$ cat src/dca_pkg.sv
package dca_pkg;

    // clock and timing
    localparam int CLK_MHZ         = 125;
    localparam int SUPERFRAME_MS   = 12;
    localparam int INTERVAL_MS     = 1200;
    localparam int DCH_BYTE_US     = 500;
    localparam int SF_CYCLES       = SUPERFRAME_MS * 1000 * CLK_MHZ;
    localparam int DCH_CYCLES      = DCH_BYTE_US * CLK_MHZ;
    localparam int SF_PER_INTERVAL = INTERVAL_MS / SUPERFRAME_MS;
    localparam int SF_TMR_W        = 21;
    localparam int DCH_TMR_W       = 17;
    localparam int SF_CNT_W        = 7;

    // gci timeslots at a 4.096 MHz data_bit_clock
    localparam int GCI_SLOTS   = 8;
    localparam int GCI_SLOT_W  = 3;

    // register byte offsets
    localparam logic [7:0] OFF_CTRL0    = 8'h00;
    localparam logic [7:0] OFF_ACT_STAT = 8'h04;
    localparam logic [7:0] OFF_ACT_CTRL = 8'h08;
    localparam logic [7:0] OFF_INT_SRC  = 8'h0C;
    localparam logic [7:0] OFF_INT_EN   = 8'h10;
    localparam logic [7:0] OFF_BLK_STAT = 8'h14;
    localparam logic [7:0] OFF_FAR_CNT  = 8'h18;
    localparam logic [7:0] OFF_NEAR_CNT = 8'h1C;
    localparam logic [7:0] OFF_OVL_SEL  = 8'h20;
    localparam logic [7:0] OFF_GCI_SLOT = 8'h24;
    localparam logic [7:0] OFF_SLOT_EN  = 8'h28;
    localparam logic [7:0] OFF_DCH_BYTE = 8'h2C;
    localparam logic [7:0] OFF_IRQ_STAT = 8'h30;
    localparam logic [7:0] OFF_IRQ_MASK = 8'h34;
    localparam logic [7:0] OFF_SF_CNT   = 8'h38;

    // field positions
    localparam int CTRL0_SRST_BIT   = 3;
    localparam int ACTC_XPARENT_BIT = 0;
    localparam int ACTC_REQ_BIT     = 3;
    localparam int INTEN_ACT_BIT    = 3;
    localparam int INTSRC_ACT_BIT   = 3;
    localparam int BLK_FAR_BIT      = 0;
    localparam int BLK_NEAR_BIT     = 1;
    localparam int OVL_SEL_BIT      = 0;
    localparam int OVL_DCH_BIT      = 1;
    localparam int OVL_ROLL_BIT     = 2;
    localparam int IRQ_FAR_BIT      = 0;
    localparam int IRQ_NEAR_BIT     = 1;
    localparam int IRQ_DCH_BIT      = 2;
    localparam int IRQ_ACT_BIT      = 3;

    // activation status codes and counter limits
    localparam logic [3:0] CODE_DCH  = 4'hF;
    localparam logic [3:0] CODE_FAIL = 4'h4;
    localparam logic [3:0] CODE_UP_A = 4'hA;
    localparam logic [3:0] CODE_UP_B = 4'hB;
    localparam logic [7:0] CNT_MAX   = 8'hFF;
    localparam logic [7:0] CNT_ZERO  = 8'h00;

    typedef enum logic [0:0] {
        DCA_BUS_IDLE = 1'b0,
        DCA_BUS_ACK  = 1'b1
    } dca_bus_t;

endpackage

$ cat src/dca_top.sv
// The address map and the Avalon-MM register port were left to the implementer.
`timescale 1ns/1ps

// How it works
// RL1: a far-end or near-end block error sets its status bit and bumps its counter.
// RL2: with rollover on a counter wraps FF to 00, otherwise it sticks at FF.
// RL3: a superframe tick every 12 ms, and every 100 of them mark one 1.2 s interval.
// RL4: once activated, transparent and with D-channel access on, software moves D-channel bytes.
// RL5: with the interrupt enabled and access on, each new D-channel byte loads status F.
// RL6: the D-channel byte event comes every 500 us while access is active.
// RL7: an activation event that meets a pending D-channel byte waits until that byte is read.
// RL8: at a 4.096 MHz data clock in GCI format eight 32-bit timeslots can be chosen.
// RL9: the timeslot number counts from zero and the slot carries data only when enabled.
// RL10: software pulses the reset bit once at power-up and the logic is held while it is 1.
// RL11: the overlay select bit maps the timeslot registers in; clearing it hides them again.
// RL12: software takes counter differences modulo 256 to cover a wrap.
// RL13: an enable bit gates the combined activation and D-channel interrupt.
// RL14: bit 3 of the interrupt source shows a pending activation or D-channel event.
// RL15: a successful activation shows status A or B.
// RL16: a failed activation shows status 4.
// RL17: reading the D-channel byte clears its pending flag and shows a held activation on the same edge.
module dca_top
    import dca_pkg::*;
#(
    parameter int DCH_CYCLES_P = DCH_CYCLES,
    parameter int SF_CYCLES_P  = SF_CYCLES
) (
    input  wire logic        clk_sys,
    input  wire logic        rst_b,
    input  wire logic [7:0]  avm_address,
    input  wire logic        avm_read,
    input  wire logic        avm_write,
    input  wire logic [3:0]  avm_byteenable,
    input  wire logic [31:0] avm_writedata,
    output logic      [31:0] avm_readdata,
    output logic             avm_waitrequest,
    input  wire logic        far_blk_err,
    input  wire logic        near_blk_err,
    input  wire logic        activated,
    input  wire logic        act_evt,
    input  wire logic [3:0]  act_code,
    input  wire logic [7:0]  dchan_rx_byte,
    output logic      [7:0]  dchan_tx_byte,
    output logic             dchan_strobe,
    output logic             act_request,
    output logic             cust_data_en,
    output logic      [2:0]  gci_slot_sel,
    output logic             gci_slot_on,
    output logic             sf_tick,
    output logic             interval_tick,
    output logic             act_dchan_irq,
    output logic             irq
);

    typedef struct packed {
        dca_bus_t               bus;
        logic                   waitrequest;
        logic [31:0]            rdata;
        logic                   srst;
        logic                   act_req;
        logic                   xparent;
        logic                   ie;
        logic                   ovl_sel;
        logic                   dch_acc;
        logic                   roll;
        logic                   far_st;
        logic                   near_st;
        logic [7:0]             far_cnt;
        logic [7:0]             near_cnt;
        logic [3:0]             nibble;
        logic                   act_pend;
        logic                   dch_pend;
        logic                   act_held;
        logic [3:0]             held_code;
        logic [7:0]             dch_rx;
        logic [7:0]             dch_tx;
        logic                   dch_tick;
        logic [GCI_SLOT_W-1:0]  gci_slot;
        logic [GCI_SLOTS-1:0]   slot_en;
        logic                   slot_on;
        logic [3:0]             irq_st;
        logic [3:0]             irq_mask;
        logic                   irq;
        logic                   act_irq;
        logic [DCH_TMR_W-1:0]   dch_tmr;
        logic [SF_TMR_W-1:0]    sf_tmr;
        logic [SF_CNT_W-1:0]    sf_cnt;
        logic                   sf_tick;
        logic                   intv_tick;
    } dca_state_t;

    dca_state_t s;
    dca_state_t next_s;

    logic wr_hit;
    logic rd_hit;
    logic rd_dch;
    logic access_on;
    logic dch_evt;
    logic sf_evt;

    // the access completes on the edge where waitrequest is seen low
    assign wr_hit    = avm_write && !s.waitrequest && avm_byteenable[0];
    assign rd_hit    = avm_read && !s.waitrequest;
    assign rd_dch    = rd_hit && avm_address == OFF_DCH_BYTE && s.dch_acc;
    assign access_on = activated && s.xparent && s.dch_acc && !s.srst; // RL4
    assign dch_evt   = access_on && s.dch_tmr == DCH_TMR_W'(DCH_CYCLES_P - 1); // RL6
    assign sf_evt    = s.sf_tmr == SF_TMR_W'(SF_CYCLES_P - 1); // RL3

    function automatic logic [31:0] read_mux(input dca_state_t st, input logic [7:0] a);
        logic [31:0] d;
        d = 32'h0000_0000;
        case (a)
            OFF_CTRL0:    d[CTRL0_SRST_BIT] = st.srst;
            OFF_ACT_STAT: d[3:0] = st.nibble;
            OFF_ACT_CTRL: begin
                d[ACTC_XPARENT_BIT] = st.xparent;
                d[ACTC_REQ_BIT]     = st.act_req;
            end
            OFF_INT_SRC:  d[INTSRC_ACT_BIT] = st.act_pend || st.dch_pend; // RL14
            OFF_INT_EN:   d[INTEN_ACT_BIT] = st.ie;
            OFF_BLK_STAT: begin
                d[BLK_FAR_BIT]  = st.far_st;
                d[BLK_NEAR_BIT] = st.near_st;
            end
            OFF_FAR_CNT:  d[7:0] = st.far_cnt;
            OFF_NEAR_CNT: d[7:0] = st.near_cnt;
            OFF_OVL_SEL:  begin
                d[OVL_SEL_BIT]  = st.ovl_sel;
                d[OVL_DCH_BIT]  = st.dch_acc;
                d[OVL_ROLL_BIT] = st.roll;
            end
            OFF_GCI_SLOT: d[GCI_SLOT_W-1:0] = st.ovl_sel ? st.gci_slot : '0; // RL11
            OFF_SLOT_EN:  d[GCI_SLOTS-1:0] = st.ovl_sel ? st.slot_en : '0; // RL11
            OFF_DCH_BYTE: d[7:0] = st.dch_acc ? st.dch_rx : 8'h00; // RL4
            OFF_IRQ_STAT: d[3:0] = st.irq_st;
            OFF_IRQ_MASK: d[3:0] = st.irq_mask;
            OFF_SF_CNT:   d[SF_CNT_W-1:0] = st.sf_cnt;
            default:      d = 32'h0000_0000;
        endcase
        return d;
    endfunction

    // saturate or wrap, depending on the rollover option
    function automatic logic [7:0] bump(input logic [7:0] c, input logic roll);
        if (c == CNT_MAX) begin
            return roll ? CNT_ZERO : CNT_MAX; // RL2
        end
        return 8'(c + 8'h01);
    endfunction

    always_comb begin
        dca_bus_t    keep_bus;
        logic        keep_wait;
        logic [31:0] keep_rdata;
        keep_bus   = DCA_BUS_IDLE;
        keep_wait  = 1'b1;
        keep_rdata = 32'h0000_0000;
        next_s = s;
        next_s.sf_tick   = 1'b0;
        next_s.intv_tick = 1'b0;
        next_s.dch_tick  = 1'b0;

        // one wait cycle per access keeps read data a plain register
        next_s.waitrequest = 1'b1;
        next_s.bus         = DCA_BUS_IDLE;
        case (s.bus)
            DCA_BUS_IDLE: begin
                if (avm_read || avm_write) begin
                    next_s.bus         = DCA_BUS_ACK;
                    next_s.waitrequest = 1'b0;
                    next_s.rdata       = read_mux(s, avm_address);
                end
            end
            DCA_BUS_ACK: next_s.bus = DCA_BUS_IDLE;
            default:     next_s.bus = DCA_BUS_IDLE;
        endcase

        if (wr_hit) begin
            case (avm_address)
                OFF_CTRL0:    next_s.srst = avm_writedata[CTRL0_SRST_BIT]; // RL10
                OFF_ACT_CTRL: begin
                    next_s.xparent = avm_writedata[ACTC_XPARENT_BIT];
                    next_s.act_req = avm_writedata[ACTC_REQ_BIT];
                end
                OFF_INT_EN:   next_s.ie = avm_writedata[INTEN_ACT_BIT]; // RL13
                OFF_BLK_STAT: begin
                    next_s.far_st  = s.far_st && !avm_writedata[BLK_FAR_BIT];
                    next_s.near_st = s.near_st && !avm_writedata[BLK_NEAR_BIT];
                end
                OFF_FAR_CNT:  next_s.far_cnt = avm_writedata[7:0];
                OFF_NEAR_CNT: next_s.near_cnt = avm_writedata[7:0];
                OFF_OVL_SEL:  begin
                    next_s.ovl_sel = avm_writedata[OVL_SEL_BIT]; // RL11
                    next_s.dch_acc = avm_writedata[OVL_DCH_BIT];
                    next_s.roll    = avm_writedata[OVL_ROLL_BIT];
                end
                OFF_GCI_SLOT: if (s.ovl_sel) next_s.gci_slot = avm_writedata[GCI_SLOT_W-1:0];
                OFF_SLOT_EN:  if (s.ovl_sel) next_s.slot_en = avm_writedata[GCI_SLOTS-1:0];
                OFF_DCH_BYTE: if (s.dch_acc) next_s.dch_tx = avm_writedata[7:0]; // RL4
                OFF_IRQ_STAT: next_s.irq_st = s.irq_st & ~avm_writedata[3:0];
                OFF_IRQ_MASK: next_s.irq_mask = avm_writedata[3:0];
                default:      next_s.srst = s.srst;
            endcase
        end

        // reading the status nibble acknowledges an activation report
        if (rd_hit && avm_address == OFF_ACT_STAT) begin
            next_s.act_pend = 1'b0;
        end
        if (rd_dch) begin
            next_s.dch_pend = 1'b0; // RL17
            if (s.act_held) begin
                next_s.nibble   = s.held_code; // RL7
                next_s.act_pend = 1'b1;
                next_s.act_held = 1'b0;
            end
        end

        // timers: superframe, 1.2 s interval and the D-channel byte slot
        next_s.sf_tmr = sf_evt ? '0 : SF_TMR_W'(s.sf_tmr + 1'b1);
        if (sf_evt) begin
            next_s.sf_tick = 1'b1; // RL3
            if (s.sf_cnt == SF_CNT_W'(SF_PER_INTERVAL - 1)) begin
                next_s.sf_cnt    = '0;
                next_s.intv_tick = 1'b1; // RL3
            end else begin
                next_s.sf_cnt = SF_CNT_W'(s.sf_cnt + 1'b1);
            end
        end
        next_s.dch_tmr = (!access_on || dch_evt) ? '0 : DCH_TMR_W'(s.dch_tmr + 1'b1);

        // events are applied last so a set beats a clear in the same cycle
        if (far_blk_err) begin
            next_s.far_st  = 1'b1; // RL1
            next_s.far_cnt = bump(s.far_cnt, s.roll); // RL1
            next_s.irq_st[IRQ_FAR_BIT] = 1'b1;
        end
        if (near_blk_err) begin
            next_s.near_st  = 1'b1; // RL1
            next_s.near_cnt = bump(s.near_cnt, s.roll); // RL1
            next_s.irq_st[IRQ_NEAR_BIT] = 1'b1;
        end
        if (dch_evt) begin
            next_s.dch_rx   = dchan_rx_byte; // RL4
            next_s.dch_tick = 1'b1;
            next_s.dch_pend = 1'b1; // RL6
            next_s.irq_st[IRQ_DCH_BIT] = 1'b1;
            if (s.ie) begin
                next_s.nibble = CODE_DCH; // RL5
            end
        end
        if (act_evt) begin
            next_s.irq_st[IRQ_ACT_BIT] = 1'b1;
            if (s.dch_pend || dch_evt) begin
                // held so the controller never loses the byte status F
                next_s.act_held  = 1'b1; // RL7
                next_s.held_code = act_code;
            end else begin
                next_s.nibble   = act_code; // RL15 RL16
                next_s.act_pend = 1'b1;
            end
        end

        next_s.slot_on = next_s.slot_en[next_s.gci_slot]; // RL9
        next_s.irq     = |(next_s.irq_st & next_s.irq_mask);
        next_s.act_irq = next_s.ie && (next_s.act_pend || next_s.dch_pend); // RL13

        // soft reset clears everything but the bus handshake, the read data and the bit itself
        if (next_s.srst) begin
            keep_bus   = next_s.bus;
            keep_wait  = next_s.waitrequest;
            keep_rdata = next_s.rdata;
            next_s             = '0; // RL10
            next_s.srst        = 1'b1;
            next_s.bus         = keep_bus;
            next_s.waitrequest = keep_wait;
            next_s.rdata       = keep_rdata;
        end
    end

    always_ff @(posedge clk_sys or negedge rst_b) begin
        if (!rst_b) begin
            s             <= '0;
            s.waitrequest <= 1'b1;
        end else begin
            s <= next_s;
        end
    end

    assign avm_readdata    = s.rdata;
    assign avm_waitrequest = s.waitrequest;
    assign dchan_tx_byte   = s.dch_tx;
    assign dchan_strobe    = s.dch_tick;
    assign act_request     = s.act_req;
    assign cust_data_en    = s.xparent;
    assign gci_slot_sel    = s.gci_slot; // RL8
    assign gci_slot_on     = s.slot_on;
    assign sf_tick         = s.sf_tick;
    assign interval_tick   = s.intv_tick;
    assign act_dchan_irq   = s.act_irq;
    assign irq             = s.irq;
endmodule

$ cat config.mk
export PLATFORM = sky130hd
export DESIGN_NAME = dca_top
export DESIGN_NICKNAME = d
export VERILOG_FILES = /design/src/dca_pkg.sv /design/src/dca_top.sv
export SDC_FILE = /design/constraint.sdc
export NUM_CORES = 1
export LEC_CHECK = 0
export BUFFER_PORTS_ARGS = -buffer_cell sky130_fd_sc_hd__buf_2
export CORE_AREA = 10 10 108 158
export DETAILED_ROUTE_END_ITERATION = 8
export DIE_AREA = 0 0 118 168
export HOLD_SLACK_MARGIN = 0.15
export MAX_ROUTING_LAYER = met4
export PLACE_DENSITY = 0.76
export RECOVER_POWER = 100
export SLEW_MARGIN = 20
export SYNTH_ARGS = -nofsm -noshare
export SYNTH_HDL_FRONTEND = slang
export SYNTH_SLANG_ARGS = --single-unit
$ cat constraint.sdc
create_clock -name clk_sys -period 2.04 [get_ports clk_sys]
set_input_delay 0 -clock clk_sys [delete_from_list [all_inputs] [get_ports clk_sys]]
set_output_delay 0 -clock clk_sys [all_outputs]
set_load 0.01 [all_outputs]
; Word-level counts from Yosys, hierarchy flattened
; Index checks and enable logic that the tools add are counted.
[word_totals]
wordCells = 179
input_bits = 64
reg_bits = 156
output_inout_bits = 52
[classes]
n_reduce_logical = 48
order_cmp = 1
bitwise = 4
n_eq_ne = 19
n_mux = 68
n_addsub = 5
[ops]
columns = operator, count
row1 = $mux 8, 18
row2 = $mux 122, 1
row3 = $eq 8x6->1 const B, 7
row4 = $mux 34, 1
row5 = $mux 33, 1
row6 = $eq 8x5->1 const B, 4
row7 = $mux 25, 1
row8 = $mux 5, 5
row9 = $pmux 1 s12, 2
row10 = $add 21x1->21 const B, 1
row11 = $eq 21x21->1 const B, 1
row12 = $mux 21, 1
row13 = $reduce_bool 2->1, 9
row14 = $reduce_bool 3->1, 6
row15 = $add 17x1->17 const B, 1
row16 = $eq 17x16->1 const B, 1
row17 = $mux 1, 17
row18 = $mux 17, 1
row19 = $add 8x1->8 const B, 2
row20 = $eq 8x4->1 const B, 2
row21 = $eq 8x8->1 const B, 2
row22 = $mux 4, 4
row23 = $pmux 3 s5, 1
row24 = $mux 7, 2
row25 = other kinds (23), 54

; Longest topological paths before layout
; Gate-level depths: netlist of the first run.
[depth]
ltp_word = 13
depth_mapped = 10
mapped_depth_nobuf = 7

; Worst setup path after synthesis of the first run
; No wires, ideal clock.
[synth_timing]
path_type = register to register
start = register s (netlist bit avm_waitrequest)
end = register s (netlist bit gci_slot_on)
t_required_ps = 1903
arrival_time_ps = 1945
path_stages_with_launch = 8
period_less_slack_ps = 2081
path_buffers = 1
setup_time_ps = 137
slack_ps = -41
path_cell_list = dfstp_2 > and3b_1 > clkbuf_1 > nand4_1 > mux2i_1 > mux2i_1 > a22oi_1 > a31oi_1
[synth_lines]
columns = element, line
row1 = from (decl), dca_top.sv:92  ; dca_state_t s;
row2 = from (signal assigned), dca_top.sv:287  ; s <= next_s;

==> flow_summary_export.csv, run 1 <==
group,metric,value,unit
place,gp_congestion,1.05,
outcome,violations,"setup timing",
clock_network,insertion_delay,0.43,ns
cells_and_area,final_cell_mix,"dfrtp_1, nor2_1, buf_4",
synth,syn_area_per_cell,9.39,sq um
synth,synth-xor-area-share,4.13,%
synth,yosys_register_bits,132,
synth,synthFlopType,"dfrtp_1",
setup_path,crit_type,"reg -> reg",
die,pin_count,116,
synth,synth_seq_area_share,45.8,%
sta,hold_viol,0,
grt,globalRouteTotalUtil,22.2,%
sta,fin_crit,2.05,ns
cells_and_area,fin_util,62.8,%
grt,antenna_found_initial,2,
cells_and_area,nets,987,
synth,synth_cell_types,65,
die,row_count,54,
place,place_hpwl,15600,um
sta,slew_violations,0,
sta,tightest_slew,0.644,ns
power_and_ir_drop,leakage,4.22,nW
sta,fmax,0.487,GHz
synth,synthAdderAreaFrac,0.868,%
sta,rsz0062_at_grt,"yes",
synth,synth_compound_area_share,13.1,%
clock_network,cts_buffers,17,
power_and_ir_drop,powerDensity,817,nW/um^2
run,cap_violations,0,
die,initial_utilization,50.3,%
setup_path,arrival,2.40,ns
die,die_area,19800,sq um
die,die_h,168,um
power_and_ir_drop,ir_worst_vdd,0.000534,V
detailed_routing,dr.first_iter.drc_count,576,
detailed_routing,first_pass_iters,6,
clock_network,clock_sinks,132,
detailed_routing,drt-met1-wl,8470,um
sta,fin_ws,-0.0132,ns
synth,synth_top_family_by_area,"simple AND/OR/NAND/NOR gates",
synth,synthMuxAreaShare,7.50,%
die,die_w,118,um
synth,synth_edf_count,0,
detailed_routing,dr_wl_met3,1140,um
setup_path,worstPathMaxFanout,5,
place,dp_cells,1057,
sta,skew,0.00830,ns
cells_and_area,fill_cells,1250,
clock_network,cts.clk_slew.worst_paths,0.07,ns
cells_and_area,fin_cells,1129,
detailed_routing,drt-vias-per-instance,5.69,
synth,ys_warn_count,0,
clock_network,cts_max_level,4,
sta,holdWs,0.176,ns
synth,synthSimpleGateAreaFrac,20.7,%
die,coreArea,14300,sq um
sta,post-route-period-util,101,%
setup_path,required,2.39,ns
clock_network,cts_tree,"built",
grt,grt_max_degree,58,
place,pre_cts_slack,-0.220,ns
detailed_routing,wire_per_inst,19.1,um
detailed_routing,drt-total-wl,21600,um
worst_hold_path,hold_path.class,"in -> reg",
cells_and_area,final_common_cell,"dfrtp_1",
cells_and_area,drive_gt1_share,20.0,%
setup_path,critPathLaunchType,"register",
setup_path,critPathCaptureType,"register",
grt,grt_overflow_total,0,
grt,first_global_vias,6593,
grt,grt_pass1_wl,34300,um
synth,async_reset_ff_share,100,%
clock_network,clockRootBuffer,"clkbuf_16",
synth,syn_inst,768,
place,io_buffer_count,64,
detailed_routing,vias,6423,
detailed_routing,antenna_left,0,
clock_network,clockBufferDepth,2,
detailed_routing,wl_met2,11100,um
detailed_routing,route.detailed.drc,0,
sta,max_slew_margin,57.0,%
sta,setup_viol,1,
power_and_ir_drop,power,0.00735,W
cells_and_area,area_delta_synth_final,24.8,%
outcome,outcome,"finished with violations",
synth,synth_area,7210,sq um
detailed_routing,highest_layer,"met4",
[critical path, stage by stage (launching register included)]
cell and delay [ns]:
dfstp_2 0.54, and3b_2 0.25, buf_6 0.13, nand4_1 0.14, mux2i_2 0.22, buf_4 0.18, mux2i_2 0.22, nand3b_1 0.11
a31oi_1 0.18
[per-stage QoR]
| stage | instance area, sq um | TNS [ns] |
|---|---|---|
| after floorplan | 7300 | 0 |
| after global placement | 8090 | -4.12 |
| after detailed placement | 8090 | -4.22 |
| after CTS | 9000 | 0 |
| after global routing | 9000 | -1.50 |
| final | 9000 | -0.0132 |
[report_power, final]
part	switching (W)	total (W)	internal (W)
registers	0.000259	0.00310	0.00284
logic	0.000601	0.00108	0.000476
clock network	0.00132	0.00318	0.00186
total	0.00218	0.00735	0.00517
[area by class of cell]
| type | count | area (sq um) | area share, % |
|---|---|---|---|
| inverter | 27 | 101 | 1.13 |
| multi-input combinational | 556 | 3480 | 38.6 |
| tap | 196 | 245 | 2.73 |
| sequential | 132 | 3300 | 36.7 |
| clock buffer | 17 | 425 | 4.73 |
| antenna | 2 | 5.00 | 0.0556 |
| clock inverter | 15 | 181 | 2.02 |
| timing repair buffer | 184 | 1260 | 14.0 |
[what timing repair did]
item                       4_1_cts  5_1_grt
cloned                           0        1
hold buffers                    29        0
pin swaps                        1        8
setup endpoints to repair        6       29
hold endpoints to repair       204        0
gates resized for setup          2       18
setup buffers                    1        7
[synth_stat cells (5+ instances only)]
cell type / n / area (sq um)
mux2_2: 5 / 56.3
nand2_1: 42 / 158
a211oi_1: 6 / 45.0
buf_4: 44 / 330
buf_2: 7 / 35.0
and3_1: 16 / 100
nand4_1: 16 / 100
a22oi_1: 12 / 90.1
nand3_1: 45 / 225
mux2i_1: 47 / 470
o32ai_1: 6 / 52.6
xnor2_1: 15 / 131
xor2_1: 19 / 166
inv_1: 26 / 97.6
a21oi_1: 25 / 125
nor3_1: 10 / 50.1
a22o_1: 7 / 61.3
nor2_1: 120 / 450
o22ai_1: 12 / 75.1
o21ai_0: 33 / 165
ha_1: 5 / 62.6
a31oi_1: 7 / 43.8
clkbuf_1: 22 / 82.6
dfrtp_1: 131 / 3280
[registers in the layout, indices dropped and copies added, names as in the netlist]
| register | flops |
|---|---|
| act_dchan_irq | 1 |
| act_request | 1 |
| avm_readdata | 8 |
| avm_waitrequest | 1 |
| cust_data_en | 1 |
| dchan_strobe | 1 |
| dchan_tx_byte | 8 |
| gci_slot_on | 1 |
| gci_slot_sel | 3 |
| interval_tick | 1 |
| irq | 1 |
| s | 104 |
| sf_tick | 1 |
[cell families after synthesis]
kind of cell / Yosys count
adder cells (fa/ha/maj): 5
AO/OA/AOI/OAI: 142
buffers and inverters: 104
AND/OR/NAND/NOR: 297
other: 1
flip-flops: 132
XOR/XNOR: 34
multiplexers: 53
[final timing paths]
path	start	endpoint	slack [ns]	cells past startpoint
max	avm_waitrequest$_DFF_PN1_	gci_slot_on$_DFF_PN0_	-0.01	8
max reg2reg	avm_waitrequest$_DFF_PN1_	gci_slot_on$_DFF_PN0_	-0.01	8
min in group asynchronous	rst_b	s[29]$_DFF_PN0_	0.64	3
max in group asynchronous	rst_b	s[86]$_DFFE_PN0P_	0.17	4
min	avm_address[6]	avm_readdata[3]$_DFFE_PN0P_	0.18	6
min reg2reg	avm_readdata[7]$_DFFE_PN0P_	avm_readdata[7]$_DFFE_PN0P_	0.50	2
[layer usage]
| metal | vias up | track usage, % |
|---|---|---|
| met4 | 0 | 10.9 |
| met2 | 251 | 37.9 |
| met1 | 3115 | 24.1 |
| met5 | - | - |
| li1 | 2976 | - |
| met3 | 81 | 4.62 |
Note: power is estimated with default switching activity, not from simulation.
==> run 2, diff against run 1 <==
ABC_AREA = 1   (was default)
CORE_AREA = 10 10 109 160   (was 10 10 108 158)
DIE_AREA = 0 0 119 170   (was 0 0 118 168)
==> run 2 against run 1 <==
Effect of this change:
- the flow now finishes without violations
- non-clock buffer count fell by 73
- clock power is 2% higher
- hold slack got worse by 0.018 ns
- combinational power down 30%
- synthesized area rose by 3.3%
- design area fell by 3.4%
- sequential share of layout area rose by 1.3 points
- register-to-register slack improved by 0.14 ns
- core utilization is 2.7 points lower
- global-route usage fell by 1.1 points
- largest power group unchanged
==> flow_summary_export.csv, run 2 <==
group,metric,value,unit
die,initial_utilization,51.5,%
detailed_routing,route.detailed.drc,0,
synth,synthFlopType,"dfrtp_1",
setup_path,critPathCaptureType,"register",
synth,synth_area_leader_cell,"dfrtp_1",
place,io_buffer_count,64,
detailed_routing,drt-met1-wl,7450,um
setup_path,required,2.33,ns
cells_and_area,fill_cells,1283,
cells_and_area,final_common_cell,"nand2_1",
detailed_routing,drt-vias-per-instance,5.30,
die,die_h,170,um
synth,yosys-top-cells-area,"dfrtp_1, nand2_1, nand3_1",
synth,ys_warn_count,0,
sta,fmax,0.523,GHz
sta,hold_viol,0,
detailed_routing,dr.first_iter.drc_count,554,
cells_and_area,drive_gt1_share,12.3,%
detailed_routing,dr_wl_met3,1070,um
power_and_ir_drop,leakage,4.17,nW
run,cap_violations,0,
sta,fin_crit,1.91,ns
clock_network,clockBufferDepth,2,
power_and_ir_drop,ir_worst_vdd,0.000522,V
clock_network,insertion_delay,0.42,ns
power_and_ir_drop,powerDensity,796,nW/um^2
cells_and_area,final_cell_mix,"nand2_1, dfrtp_1, nor2_1",
setup_path,crit_type,"reg -> reg",
grt,grt_max_degree,53,
grt,antenna_found_initial,0,
cells_and_area,fin_util,60.1,%
cells_and_area,largest_reg_flops,104,
outcome,outcome,"completed",
grt,first_global_vias,6840,
synth,synth_common_cells,"nand2_1, dfrtp_1, nor2_1, inv_1, nand3_1",
clock_network,cts_buffers,17,
detailed_routing,first_pass_iters,7,
sta,post-route-period-util,93.7,%
worst_hold_path,hold_path.class,"in -> reg",
synth,synth_seq_area_share,44.4,%
clock_network,cts_tree,"built",
clock_network,cts_max_level,4,
die,coreArea,14500,sq um
detailed_routing,drt-total-wl,20500,um
synth,synth_edf_count,0,
synth,syn_inst,961,
synth,syn_area_per_cell,7.75,sq um
synth,synth_area,7450,sq um
synth,synth_top_area_share,44.0,%
sta,tns,0,ns
die,pin_count,116,
detailed_routing,antenna_left,0,
clock_network,clock_sinks,132,
clock_network,cts.clk_slew.worst_paths,0.06,ns
die,die_w,119,um
sta,setup_viol,0,
setup_path,worstPathMaxFanout,16,
synth,synth.most_common_cell,"nand2_1",
cells_and_area,nets,1126,
clock_network,clockRootBuffer,"clkbuf_16",
synth,async_reset_ff_share,100,%
place,gp_congestion,0.960,
setup_path,critPathLaunchType,"register",
cells_and_area,area_delta_synth_final,16.7,%
detailed_routing,vias,6710,
cells_and_area,multi_input_area,3390,sq um
sta,tightest_slew,0.710,ns
grt,grt_pass1_wl,33400,um
sta,max_slew_margin,52.2,%
detailed_routing,highest_layer,"met4",
die,die_area,20200,sq um
grt,grt_overflow_total,0,
detailed_routing,wire_per_inst,16.2,um
cells_and_area,area.sequential,3300,sq um
grt,globalRouteTotalUtil,21.1,%
sta,slew_violations,0,
detailed_routing,wl_met2,10600,um
synth,synth_cell_types,47,
cells_and_area,regMostFlops,"s",
place,place_hpwl,15000,um
setup_path,arrival,2.20,ns
sta,skew,0.00791,ns
sta,rsz0062_at_grt,"no",
synth,yosys_register_bits,132,
die,row_count,54,
## run 2: cell count changes in the layout (fill, tap and decap cells not counted), sizes merged, moves of 10 or more
| cell | change |
|---|---|
| and3 | -16 |
| inv | +68 |
| nand3 | +40 |
| a22oi | -10 |
| nand2 | +208 |
| mux2i | -48 |
| o21ai | +40 |
| buf | -62 |
## run 2: logic make-up after synthesis
kind of cell             synth area share (%)
XOR/XNOR                                 3.06
AND/OR/NAND/NOR                          30.3
AO/OA/AOI/OAI                            10.2
adder cells (fa/ha/maj)                 0.840
other                                  0.0503
buffers and inverters                    11.2
flip-flops                               44.4
## run 2: where the power goes
part | internal (W) | switching, W | total (W)
clock network | 0.00206 | 0.00116 | 0.00323
logic | 0.000277 | 0.000484 | 0.000761
registers | 0.00278 | 0.000146 | 0.00293
## run 2: area by class of cell
| class | instances | area share (%) |
|---|---|---|
| multi-input combinational | 688 | 39.0 |
| timing repair buffer | 111 | 8.29 |
| inverter | 107 | 4.68 |
| clock buffer | 18 | 5.05 |
| antenna | 1 | 0.0288 |
| sequential | 132 | 38.0 |
| tap | 196 | 2.82 |
| clock inverter | 13 | 2.12 |
## run 2: metrics by stage
stage	power (W)	instances	setup WS, ns	hold WS [ns]	cell area (sq um)
after floorplan	0.00346	984	0.399	-0.296	7540
after global placement	0.00367	1205	0.188	-0.0175	7850
after detailed placement	0.00369	1205	0.129	-0.0138	7850
after CTS	0.00697	1264	0.100	0.152	8750
after global routing	0.00719	1265	0.0129	0.174	8690
final	0.00692	1266	0.128	0.158	8690
## run 2: per-layer routing
metal | vias up | global-route usage (%)
li1 | 3255 | -
met1 | 3126 | 20.5
met2 | 248 | 37.1
met3 | 81 | 4.37
met4 | 0 | 14.0
met5 | - | -
## run 2: path summary, 6_finish.rpt
path / endpoint / from / slack (ns) / cells after the start
worst max-delay path: s[51]$_DFF_PN0_ / avm_waitrequest$_DFF_PN1_ / 0.13 / 8
worst min-delay path: s[31]$_DFF_PN0_ / activated / 0.16 / 6
worst max register to register: s[51]$_DFF_PN0_ / avm_waitrequest$_DFF_PN1_ / 0.13 / 8
worst min register to register: s[9]$_DFF_PN0_ / s[9]$_DFF_PN0_ / 0.46 / 1
max in group asynchronous: s[27]$_DFF_PN0_ / rst_b / 0.47 / 4
min in group asynchronous: s[44]$_DFF_PN0_ / rst_b / 0.62 / 3
## run 2: timing repair
item	4_1_cts	5_1_grt
setup endpoints to repair	0	18
hold buffers	28	0
gates resized for setup	0	7
endpoints found under the hold margin	204	0
buffers inserted	0	1
## run 2: critical path, stage by stage, from the launching register on
cell,delay [ns]
dfstp_1,0.40
nor2_4,0.22
inv_2,0.07
nor2_2,0.12
nand2_1,0.08
nand2_2,0.20
buf_4,0.28
clkbuf_1,0.29
nor2_1,0.11
==> run 3, diff against run 2 <==
CORE_AREA = 10 10 105 154   (was 10 10 109 160)
DIE_AREA = 0 0 115 164   (was 0 0 119 170)
PLACE_DENSITY = 0.78   (was 0.76)
clock period = 1.87 ns   (was 2.04 ns; I/O delays follow)
==> run 3 against run 2 <==
Effect of this change:
- power up 6.7%
- sequential share of layout area shrank 0.50 points
- critical path depth did not move
- clock skew hardly changed
- fmax is 6.8% higher
- sequential power up 9.2%
- via count up 1.3%
- highest routed layer unchanged
==> flow_summary_export.csv, run 3 (synthesis results as in run 2) <==
group,metric,value,unit
clock_network,insertion_delay,0.42,ns
cells_and_area,nets,1142,
detailed_routing,wire_per_inst,16.3,um
grt,grt_pass1_wl,33100,um
setup_path,startpoint,"avm_waitrequest$_DFF_PN1_",
sta,setup_viol,0,
power_and_ir_drop,powerDensity,839,nW/um^2
setup_path,timing.rr.start,"avm_waitrequest$_DFF_PN1_",
grt,first_global_vias,6832,
setup_path,r2r_cells,8,
sta,tightest_slew,0.895,ns
outcome,outcome,"completed",
setup_path,critPathCaptureType,"register",
power_and_ir_drop,p_switching,0.00201,W
detailed_routing,vias,6798,
cells_and_area,antenna_cells,0,
setup_path,crit_path_end,"gci_slot_on$_DFF_PN0_",
place,place_hpwl,14800,um
setup_path,r2r_end,"gci_slot_on$_DFF_PN0_",
power_and_ir_drop,ir_worst_vdd,0.000645,V
power_and_ir_drop,clkPwrFrac,45.1,%
die,initial_utilization,55.6,%
setup_path,worstPathMaxFanout,5,
setup_path,required,2.23,ns
die,pin_count,116,
grt,globalRouteTotalUtil,22.4,%
clock_network,cts_tree,"built",
clock_network,cts_buffers,17,
sta,max_slew_margin,40.3,%
clock_network,clock_sinks,132,
sta,rsz0062_at_grt,"yes",
power_and_ir_drop,power.internal,0.00537,W
grt,antenna_found_initial,0,
sta,fin_crit,1.79,ns
sta,slew_violations,0,
sta,fmax,0.559,GHz
cells_and_area,drive_gt1_share,14.8,%
place,dp_cells,1186,
die,die_h,164,um
cells_and_area,largest_reg_flops,104,
detailed_routing,drt-total-wl,20300,um
cells_and_area,final_common_cell,"nand2_1",
sta,post-route-period-util,95.7,%
detailed_routing,drt-vias-per-instance,5.45,
worst_hold_path,hold_path.class,"in -> async",
clock_network,cts.clk_slew.worst_paths,0.06,ns
die,coreArea,13400,sq um
sta,hold_viol,0,
power_and_ir_drop,pwr-share-seq,43.3,%
clock_network,cts_max_level,4,
power_and_ir_drop,power_frac_comb,11.6,%
detailed_routing,antenna_left,0,
power_and_ir_drop,power,0.00738,W
setup_path,rrSetupSlack,0.08,ns
grt,grt_overflow_total,0,
cells_and_area,regMostFlops,"s",
die,row_count,52,
die,die_w,115,um
setup_path,crit_type,"reg -> reg",
clock_network,clockRootBuffer,"clkbuf_16",
place,io_buffer_count,64,
setup_path,critPathLaunchType,"register",
place,gp_congestion,0.938,
sta,skew,0.00785,ns
cells_and_area,area_delta_synth_final,18.2,%
cells_and_area,final_cell_mix,"nand2_1, dfrtp_1, nor2_1",
cells_and_area,fin_util,65.7,%
power_and_ir_drop,swShare,27.3,%
grt,grt_max_degree,49,
run,cap_violations,0,
clock_network,clockBufferDepth,2,
detailed_routing,dr.first_iter.drc_count,556,
detailed_routing,first_pass_iters,5,
detailed_routing,route.detailed.drc,0,
die,die_area,18900,sq um
power_and_ir_drop,leakage,4.25,nW
sta,holdWs,0.0693,ns
setup_path,arrival,2.15,ns
cells_and_area,fin_cells,1248,
clock_network,ctsHoldBuffers,27,
## run 3: cell count changes in the layout (fill, tap and decap cells not counted), sizes merged
cell / change
inv: +3
dlygate4sd3: -1
clkinv: +1
buf: +17
bufinv: -2
clkinvlp: -1
diode: -1
## run 3: area by class of cell
type / instances / area, sq um
Tap cell: 162 / 203
Clock buffer: 18 / 439
Clock inverter: 14 / 151
Inverter: 107 / 407
Sequential cell: 132 / 3300
Multi-Input combinational cell: 688 / 3450
Fill cell: 1108 / 4600
Timing Repair Buffer: 127 / 847
## run 3: power groups by stage
stage	registers [W]	logic [W]	clock network [W]
2_1_floorplan	0.00320	0.000571	0
3_3_place_gp	0.00324	0.000778	0
3_5_place_dp	0.00324	0.000801	0
4_1_cts	0.00319	0.000858	0.00336
5_1_grt	0.00322	0.000983	0.00349
6_report	0.00320	0.000858	0.00333
## run 3: worst max-delay path, cell delays in order, from the launching register on
cell and delay (ns):
dfstp_2 0.38, nor2_4 0.21, buf_4 0.17, nand4_1 0.20, o21ai_1 0.34, inv_1 0.14, nand3_1 0.13, nand3_1 0.09
nand2_1 0.06
## run 3: routing by layer
metal  GRT usage (%)  wire length (um)  vias to the layer above
li1                -                 -                     3276
met1            23.0              7220                     3152
met2            37.5             10500                      272
met3            4.05              1260                       98
met4            16.0              1370                        0
met5               -                 0                        -
## run 3: what timing repair did
action	4_1_cts	5_1_grt
pin swaps	0	3
setup endpoints to repair	1	37
buffers inserted	0	2
cloned	0	1
endpoints found under the hold margin	202	42
gates resized for setup	1	23
## run 3: how the worst min path moves through the flow
stage,startpoint,endpoint
4_1_cts,rst_b,s[34]$_DFF_PN0_
3_3_place_gp,rst_b,s[44]$_DFF_PN0_
6_report,rst_b,s[34]$_DFF_PN0_
3_5_place_dp,rst_b,s[44]$_DFF_PN0_
2_1_floorplan,rst_b,act_dchan_irq$_DFF_PN0_
5_1_grt,rst_b,s[33]$_DFF_PN0_
## run 3: through the flow
step,worst slack [ns],instance area (sq um),TNS [ns]
after global placement,0.0535,7930,0
after global routing,-0.0188,8810,-0.0410
after CTS,0.0186,8800,0
after detailed placement,0.00360,7930,0
final,0.0803,8810,0
after floorplan,0.229,7540,0
